## src/iah_pkg.sv

```systemverilog
// Constants and types for the interrupt acknowledge handler.
// Assumes a single 100 MHz clock; all bus timing is counted in its cycles.
package iah_pkg;
	localparam int CLK_PERIOD_NS = 10;

	// Least times round up, longest times round down, never below one cycle
	function automatic int cyc_min(input int ns);
		int c;
		c = (ns + CLK_PERIOD_NS - 1) / CLK_PERIOD_NS;
		return (c < 1) ? 1 : c;
	endfunction

	function automatic int cyc_max(input int ns);
		int c;
		c = ns / CLK_PERIOD_NS;
		return (c < 1) ? 1 : c;
	endfunction

	localparam int AS_SETUP_NS = 35;
	localparam int DS_HIGH_NS = 40;
	localparam int DATA_SETTLE_NS = 25;
	localparam int WRITE_HOLD_NS = 10;
	localparam int AS_RELEASE_NS = 25;
	localparam int BUS_TIMEOUT_NS = 16000;

	localparam logic [7:0] AS_SETUP_CYC = 8'(cyc_min(AS_SETUP_NS));
	localparam logic [7:0] DS_HIGH_CYC = 8'(cyc_min(DS_HIGH_NS));
	localparam logic [7:0] DATA_SETTLE_CYC = 8'(cyc_min(DATA_SETTLE_NS));
	localparam logic [7:0] WRITE_HOLD_CYC = 8'(cyc_min(WRITE_HOLD_NS));
	localparam logic [7:0] AS_RELEASE_CYC = 8'(cyc_max(AS_RELEASE_NS));
	localparam logic [11:0] TIMEOUT_CYC = 12'(cyc_min(BUS_TIMEOUT_NS));

	// Status/Id width requested by the user
	localparam logic [1:0] WIDTH_BYTE = 2'h0;
	localparam logic [1:0] WIDTH_DOUBLE = 2'h1;
	localparam logic [1:0] WIDTH_QUAD = 2'h2;

	typedef enum logic [8:0] {
		ST_IDLE = 9'h001,
		ST_REQ = 9'h002,
		ST_ADDR = 9'h004,
		ST_ASLO = 9'h008,
		ST_WACK = 9'h010,
		ST_SETTLE = 9'h020,
		ST_DSREL = 9'h040,
		ST_LREL = 9'h080,
		ST_ASUP = 9'h100
	} iah_st_e;

	typedef struct packed {
		iah_st_e st;
		logic [7:0] cnt;
		logic [1:0] width;
		logic [2:0] addr;
		logic as_o;
		logic as_oe;
		logic ds0_o;
		logic ds1_o;
		logic ds_oe;
		logic iack_oe;
		logic addr_oe;
		logic write_oe;
		logic lword_o;
		logic dev_wants;
		logic done;
		logic berr_seen;
		logic [31:0] sid;
		logic dtack_m;
		logic dtack_s;
		logic berr_m;
		logic berr_s;
		logic as_m;
		logic as_s;
	} iah_state_s;
endpackage : iah_pkg

```

## src/iah_timer_if.sv

```systemverilog
// Link between the handler and its bus timer.
// Assumes both ends share ref_clk.
`timescale 1ns/1ps
`default_nettype none
interface iah_timer_if;
	logic strobe_lo;
	logic berr_drive;
	modport master (output strobe_lo, input berr_drive);
	modport timer (input strobe_lo, output berr_drive);
endinterface : iah_timer_if
`default_nettype wire

```

## src/iah_bus_timer.sv

```systemverilog
// Bus timer: ends a stalled acknowledge cycle with a bus error.
// Assumes the strobe flag comes from this board's own registered data strobes.
`timescale 1ns/1ps
`default_nettype none
module iah_bus_timer (
	input wire logic ref_clk,
	input wire logic rst_b,
	iah_timer_if.timer tif
);
	typedef struct packed {
		logic [11:0] cnt;
		logic berr;
	} iah_tmr_s;

	iah_tmr_s cur_ff;
	iah_tmr_s nxt_cur;

	always_comb begin
		nxt_cur = cur_ff;
		if (!tif.strobe_lo) begin
			nxt_cur.cnt = 12'h000;
			nxt_cur.berr = 1'b0;
		end else if (cur_ff.cnt != iah_pkg::TIMEOUT_CYC) begin
			nxt_cur.cnt = cur_ff.cnt + 12'h001;
		end else begin
			// Fires once T has passed, well inside 2T, and holds until strobes rise
			nxt_cur.berr = 1'b1;
		end
	end

	always_ff @(posedge ref_clk or negedge rst_b) begin
		if (!rst_b) begin
			cur_ff <= '0;
		end else begin
			cur_ff <= nxt_cur;
		end
	end

	assign tif.berr_drive = cur_ff.berr;
endmodule // iah_bus_timer
`default_nettype wire

```

## src/iah_handler.sv

```systemverilog
// Interrupt handler master for backplane interrupt acknowledge cycles.
// Assumes bus pins are resolved outside; dtack, berr and AS inputs are resynchronised here.
`timescale 1ns/1ps
`default_nettype none
module iah_handler (
	input wire logic ref_clk,
	input wire logic rst_b,
	input wire logic start,
	input wire logic [2:0] irq_level,
	input wire logic [1:0] sid_width,
	output logic busy,
	output logic done,
	output logic berr_seen,
	output logic [31:0] status_id,
	output logic dev_wants,
	input wire logic dev_granted,
	input wire logic as_b_i,
	output logic as_b_o,
	output logic as_b_oe,
	output logic ds0_b_o,
	output logic ds0_b_oe,
	output logic ds1_b_o,
	output logic ds1_b_oe,
	output logic iack_b_o,
	output logic iack_b_oe,
	output logic [2:0] addr_o,
	output logic addr_oe,
	output logic lword_b_o,
	output logic lword_b_oe,
	output logic write_b_o,
	output logic write_b_oe,
	input wire logic dtack_b_i,
	input wire logic berr_b_i,
	output logic berr_b_o,
	output logic berr_b_oe,
	input wire logic [31:0] data_i
);
	iah_pkg::iah_state_s cur_ff;
	iah_pkg::iah_state_s nxt_cur;
	iah_timer_if tif ();

	iah_bus_timer u_timer (
		.ref_clk(ref_clk),
		.rst_b(rst_b),
		.tif(tif)
	);

	// Keeps only the lanes that the requested width transfers
	function automatic logic [31:0] lane_mask(input logic [1:0] w, input logic [31:0] d);
		logic [31:0] m;
		m = 32'h0000_00FF;
		if (w == iah_pkg::WIDTH_DOUBLE) begin
			m = 32'h0000_FFFF;
		end else if (w == iah_pkg::WIDTH_QUAD) begin
			m = 32'hFFFF_FFFF;
		end
		return d & m;
	endfunction

	always_comb begin
		nxt_cur = cur_ff;
		nxt_cur.done = 1'b0;
		nxt_cur.cnt = cur_ff.cnt + 8'h01;
		// Two-stage synchronisers on every incoming strobe
		nxt_cur.dtack_m = dtack_b_i;
		nxt_cur.dtack_s = cur_ff.dtack_m;
		nxt_cur.berr_m = berr_b_i;
		nxt_cur.berr_s = cur_ff.berr_m;
		nxt_cur.as_m = as_b_i;
		nxt_cur.as_s = cur_ff.as_m;
		unique case (cur_ff.st)
			iah_pkg::ST_IDLE: begin
				if (start) begin
					nxt_cur.addr = irq_level;
					nxt_cur.width = sid_width;
					nxt_cur.dev_wants = 1'b1;
					nxt_cur.st = iah_pkg::ST_REQ;
				end
			end
			iah_pkg::ST_REQ: begin
				if (dev_granted && cur_ff.as_s) begin
					nxt_cur.iack_oe = 1'b1;
					nxt_cur.addr_oe = 1'b1;
					nxt_cur.write_oe = 1'b1;
					nxt_cur.lword_o = (cur_ff.width != iah_pkg::WIDTH_QUAD);
					nxt_cur.ds0_o = 1'b1;
					nxt_cur.ds1_o = 1'b1;
					nxt_cur.ds_oe = 1'b1;
					nxt_cur.as_o = 1'b1;
					nxt_cur.as_oe = 1'b1;
					nxt_cur.cnt = 8'h00;
					nxt_cur.st = iah_pkg::ST_ADDR;
				end
			end
			iah_pkg::ST_ADDR: begin
				// Address and IACK set up before AS falls, rounded up
				if (cur_ff.cnt >= iah_pkg::AS_SETUP_CYC - 8'h01) begin
					nxt_cur.as_o = 1'b0;
					nxt_cur.cnt = 8'h00;
					nxt_cur.st = iah_pkg::ST_ASLO;
				end
			end
			iah_pkg::ST_ASLO: begin
				if (cur_ff.cnt >= iah_pkg::DS_HIGH_CYC - 8'h01 && cur_ff.dtack_s
					&& cur_ff.berr_s) begin
					nxt_cur.ds0_o = 1'b0;
					// DSB falls with DSA, so wider reads are never taken as one byte
					nxt_cur.ds1_o = (cur_ff.width == iah_pkg::WIDTH_BYTE);
					nxt_cur.st = iah_pkg::ST_WACK;
				end
			end
			iah_pkg::ST_WACK: begin
				// All bus outputs but the timer's BERR hold here until an answer arrives
				if (!cur_ff.dtack_s) begin
					nxt_cur.berr_seen = 1'b0;
					nxt_cur.cnt = 8'h00;
					nxt_cur.st = iah_pkg::ST_SETTLE;
				end else if (!cur_ff.berr_s) begin
					nxt_cur.berr_seen = 1'b1;
					nxt_cur.ds0_o = 1'b1;
					nxt_cur.ds1_o = 1'b1;
					nxt_cur.cnt = 8'h00;
					nxt_cur.st = iah_pkg::ST_DSREL;
				end
			end
			iah_pkg::ST_SETTLE: begin
				if (cur_ff.cnt >= iah_pkg::DATA_SETTLE_CYC - 8'h01) begin
					nxt_cur.sid = lane_mask(cur_ff.width, data_i);
					nxt_cur.ds0_o = 1'b1;
					nxt_cur.ds1_o = 1'b1;
					nxt_cur.cnt = 8'h00;
					nxt_cur.st = iah_pkg::ST_DSREL;
				end
			end
			iah_pkg::ST_DSREL: begin
				// WRITE stays driven high past the strobes' rise
				if (cur_ff.cnt >= iah_pkg::WRITE_HOLD_CYC - 8'h01) begin
					nxt_cur.iack_oe = 1'b0;
					nxt_cur.addr_oe = 1'b0;
					nxt_cur.write_oe = 1'b0;
					nxt_cur.ds_oe = 1'b0;
					nxt_cur.st = iah_pkg::ST_LREL;
				end
			end
			iah_pkg::ST_LREL: begin
				// Lines already released, AS rises next
				nxt_cur.as_o = 1'b1;
				nxt_cur.cnt = 8'h00;
				nxt_cur.st = iah_pkg::ST_ASUP;
			end
			iah_pkg::ST_ASUP: begin
				if (cur_ff.cnt >= iah_pkg::AS_RELEASE_CYC - 8'h01) begin
					nxt_cur.as_oe = 1'b0;
					nxt_cur.dev_wants = 1'b0;
					nxt_cur.done = 1'b1;
					nxt_cur.st = iah_pkg::ST_IDLE;
				end
			end
		endcase
	end

	always_ff @(posedge ref_clk or negedge rst_b) begin
		if (!rst_b) begin
			cur_ff <= '{st: iah_pkg::ST_IDLE, cnt: 8'h00, width: 2'h0, addr: 3'h0,
				as_o: 1'b1, as_oe: 1'b0, ds0_o: 1'b1, ds1_o: 1'b1, ds_oe: 1'b0,
				iack_oe: 1'b0, addr_oe: 1'b0, write_oe: 1'b0, lword_o: 1'b1,
				dev_wants: 1'b0, done: 1'b0, berr_seen: 1'b0, sid: 32'h0000_0000,
				dtack_m: 1'b1, dtack_s: 1'b1, berr_m: 1'b1, berr_s: 1'b1,
				as_m: 1'b1, as_s: 1'b1};
		end else begin
			cur_ff <= nxt_cur;
		end
	end

	assign tif.strobe_lo = cur_ff.ds_oe && !(cur_ff.ds0_o && cur_ff.ds1_o);

	assign busy = (cur_ff.st != iah_pkg::ST_IDLE);
	assign done = cur_ff.done;
	assign berr_seen = cur_ff.berr_seen;
	assign status_id = cur_ff.sid;
	assign dev_wants = cur_ff.dev_wants;
	assign as_b_o = cur_ff.as_o;
	assign as_b_oe = cur_ff.as_oe;
	assign ds0_b_o = cur_ff.ds0_o;
	assign ds0_b_oe = cur_ff.ds_oe;
	assign ds1_b_o = cur_ff.ds1_o;
	assign ds1_b_oe = cur_ff.ds_oe;
	assign iack_b_o = 1'b0;
	assign iack_b_oe = cur_ff.iack_oe;
	assign addr_o = cur_ff.addr;
	assign addr_oe = cur_ff.addr_oe;
	assign lword_b_o = cur_ff.lword_o;
	assign lword_b_oe = cur_ff.addr_oe;
	assign write_b_o = cur_ff.write_oe;
	assign write_b_oe = cur_ff.write_oe;
	assign berr_b_o = 1'b0;
	assign berr_b_oe = tif.berr_drive;
endmodule // iah_handler
`default_nettype wire

```

## config.mk

```make
export PLATFORM = sky130hd
export DESIGN_NAME = iah_handler
export DESIGN_NICKNAME = d
export VERILOG_FILES = /design/src/iah_pkg.sv /design/src/iah_timer_if.sv /design/src/iah_bus_timer.sv /design/src/iah_handler.sv
export SDC_FILE = /design/constraint.sdc
export NUM_CORES = 1
export LEC_CHECK = 0
export BUFFER_PORTS_ARGS = -buffer_cell sky130_fd_sc_hd__buf_2
export CORE_MARGIN = 2
export CORE_UTILIZATION = 50
export DETAILED_ROUTE_END_ITERATION = 12
export GPL_ROUTABILITY_DRIVEN = 0
export HOLD_SLACK_MARGIN = 0.02
export PLACE_DENSITY = 0.75
export SLEW_MARGIN = 20
export SYNTH_ARGS = -nofsm -noshare
export SYNTH_HDL_FRONTEND = slang
export SYNTH_SLANG_ARGS = --single-unit
export TNS_END_PERCENT = 1
```

## constraint.sdc

```tcl
create_clock -name ref_clk -period 5.1 [get_ports ref_clk]
set_clock_uncertainty 0.1 [all_clocks]
set_input_delay 1.02 -clock ref_clk [delete_from_list [all_inputs] [get_ports ref_clk]]
set_output_delay 1.02 -clock ref_clk [all_outputs]
set_load 0.1 [all_outputs]
```

==> results_dict.tcl <==
set metrics [dict create \
    chipHeight_um 94.9 \
    drt-vias-per-instance 5.10 \
    status "complete, no violations" \
    mappedNetlistArea_mm2 0.00413 \
    drtAntennaViolNets 0 \
    dp_slack_ns 2.54 \
    synth_warnings 0 \
    timing.reg2reg.worst_path_depth 5 \
    gr-total-overflow 0 \
    hold-path-endpoint "cur_ff[2]" \
    final_layout_size_suffix_gt1_share_pct 31.9 \
    reg2reg_slack_ns 2.80 \
    floorplan.io_pins 98 \
    postSynthRegisterBits 82 \
    report.final.setup_viol 0 \
    first_pass_grt_wire_length_um 13000 \
    cts_buffer_depth 2 \
    chipWidth_um 94.9 \
    yosys.cell_types.count 51 \
    max-vdd-ir-drop_mv 0.291 \
    leakagePower_nw 2.17 \
    syn_inst 408 \
    finalWirelength_um 7950 \
    synth-async-reset-ratio_pct 100 \
    worst_slew_pin_slew_ns 0.751 \
    worst_r2r_endpoint "status_id[3]" \
    grt_antenna_before_repair 0 \
    synth_flop_cell "sky130_fd_sc_hd__dfrtp_1" \
    drt_iter0_markers 152 \
    p_total_mw 2.10 \
    synth-seq-area-share_pct 50.0 \
    slew_violations 0 \
    worstPathRequired_ns 3.98 \
    finalWorstSetupSlack_ns 2.13 \
    globalRouteTotalUtil_pct 18.6 \
    max_cap_violations 0 \
    grt_start_max_net_pins 83 \
    die_area_mm2 0.00900 \
    worst_slew_margin_rel_pct 50.0 \
    via_count 2887 \
    wl_per_cell_um 14.0 \
    setup_tns_ns 0 \
    antenna_cells 0 \
    final_min_period_over_clock_period_pct 58.3 \
    end_kind "output port" \
    clk_latency_ns 0.35 \
    dr.pass1.iters 4 \
    achievable-frequency_ghz 0.336 \
    clk_pin_slew_ns 0.08 \
    placed_cell_area_mm2 0.00435 \
    cts_sinks 82 \
    dp.final_hpwl_um 5790 \
    cts_repair_resize_count 0 \
    grt_pass1_vias 2765 \
    numCtsBuffers 9 \
    postCtsSetupBuffers 0 \
    clk_root_buffer_cell "sky130_fd_sc_hd__clkbuf_8" \
    crit_type "flop to output port" \
    core_mm2 0.00809 \
    yosys.area.top_type_share_pct 43.0 \
    area_growth_syn_to_layout_pct 10.0 \
    initial_core_utilization_pct 51.0 \
    timing.hold.worst.start "cur_ff[3]" \
    netlist_top_cells_area "sky130_fd_sc_hd__dfrtp_1, sky130_fd_sc_hd__buf_4, sky130_fd_sc_hd__dfstp_2" \
    cellPowerDensity_mw_per_mm2 463 \
    startpoint_type "flop" \
    finalWorstPathRequiredPeriod_ns 2.97 \
    final_hold_violation_count 0 \
    worst-endpoint-arrival_ns 1.85 \
    regToRegStartpoint "cur_ff[60]" \
    synth_area_leader_cell "sky130_fd_sc_hd__dfrtp_1" \
    hold_depth 0 \
    cts_tree "done" \
    detail_route.drc_violations 0 \
    fp-row-count 33 \
    port_buffer_count 95 \
    clock_h_tree_levels 3 \
    final_core_utilization_pct 56.2 \
    nets_final 508 \
    grt_setup_unrepaired "no" \
    hold_class "flop to flop" \
    post-route-cell-area_mm2 0.00454 \
    synth-edff-count 0 \
    cts_hold_buffers 0 \
    syn_area_per_cell_um2 10.1 \
    cp_max_fo 11 \
]
-- metrics by stage --
step / hold WS, ns / std cells
after floorplan: 0.245 / 409
after global placement: 0.247 / 550
after detailed placement: 0.247 / 550
after CTS: 0.260 / 566
after global routing: 0.264 / 566
final: 0.258 / 566
-- state kept, by name, indices dropped and copies added, names as in the netlist --
name / count
status_id: 32
cur_ff: 25
u_timer.tif.berr_drive: 1
as_b_o: 1
u_timer.cur_ff: 12
dev_wants: 1
berr_seen: 1
done: 1
as_b_oe: 1
ds0_b_o: 1
lword_b_o: 1
addr_o: 3
ds1_b_o: 1
ds0_b_oe: 1
-- final cells by class --
type                    instances  area [um^2]
well taps                     105          131
clock inverters                 4         53.8
fillers                       732         3550
clock buffers                  12          135
flip-flops and latches         82         2070
multi-input cells             255         1620
inverters                      12         45.0
repair buffers                 96          489
-- worst max path at each step --
stage,slack [ns],end,depth (start not counted),startpoint
after CTS,2.15,busy,3,cur_ff[70]
after global placement,2.60,busy,3,cur_ff[64]
after floorplan,2.16,busy,3,cur_ff[70]
final,2.13,busy,3,cur_ff[70]
after detailed placement,2.54,busy,3,cur_ff[64]
after global routing,2.00,busy,3,cur_ff[70]
-- synth_stat cells (all sizes together) (2+ instances only) --
master / number
dfstp: 11
inv: 12
xor2: 17
o21ai: 28
a21oi: 4
nand4b: 3
o22ai: 4
and3: 6
or3: 4
xnor2: 4
ha: 8
buf: 55
nand3: 13
nor4: 7
dfrtp: 71
nor2b: 7
nor3: 6
o21bai: 4
nand4: 7
nor2: 31
mux2: 16
clkbuf: 5
nand2: 65
a31oi: 2
-- worst max-delay path: stages (launching register included) --
cell and delay, ns:
sky130_fd_sc_hd__dfrtp_1 0.51, sky130_fd_sc_hd__nor3_1 0.45, sky130_fd_sc_hd__nand4_1 0.21, sky130_fd_sc_hd__buf_2 0.34
-- metal layers --
layer	global-route usage [%]	wire length, um	vias to the layer above
met2	28.1	3750	96
met4	5.56	93	0
met3	6.30	602	10
li1	-	-	1420
met5	0	0	-
met1	25.6	3500	1361
-- power breakdown --
group / internal, mW / switching [mW] / total [mW]
sequential: 0.748 / 0.100 / 0.848
combinational: 0.211 / 0.587 / 0.798
clock: 0.228 / 0.229 / 0.457
-- kinds of logic after synthesis --
family	synth area share [%]
other cells	0.0908
compound gates	7.82
xor+xnor	4.45
flops	50.0
buf+inv	11.0
mux	4.60
simple gates	19.6
fa+ha+maj	2.42
-- cell usage in the layout (no fill, tap or decap), drive strengths merged, types with 3 or more instances in the layout --
master	n
nand2	65
nand4b	3
inv	12
xor2	17
a21oi	4
mux2	16
clkbuf	12
nor4	7
o21ai	28
dfrtp	71
and3	6
xnor2	4
ha	8
dfstp	11
o21bai	4
nor2	31
nand3	13
nand4	7
nor2b	7
o22ai	4
buf	96
or3	4
nor3	6
Power figures use the tool's default switching activity.
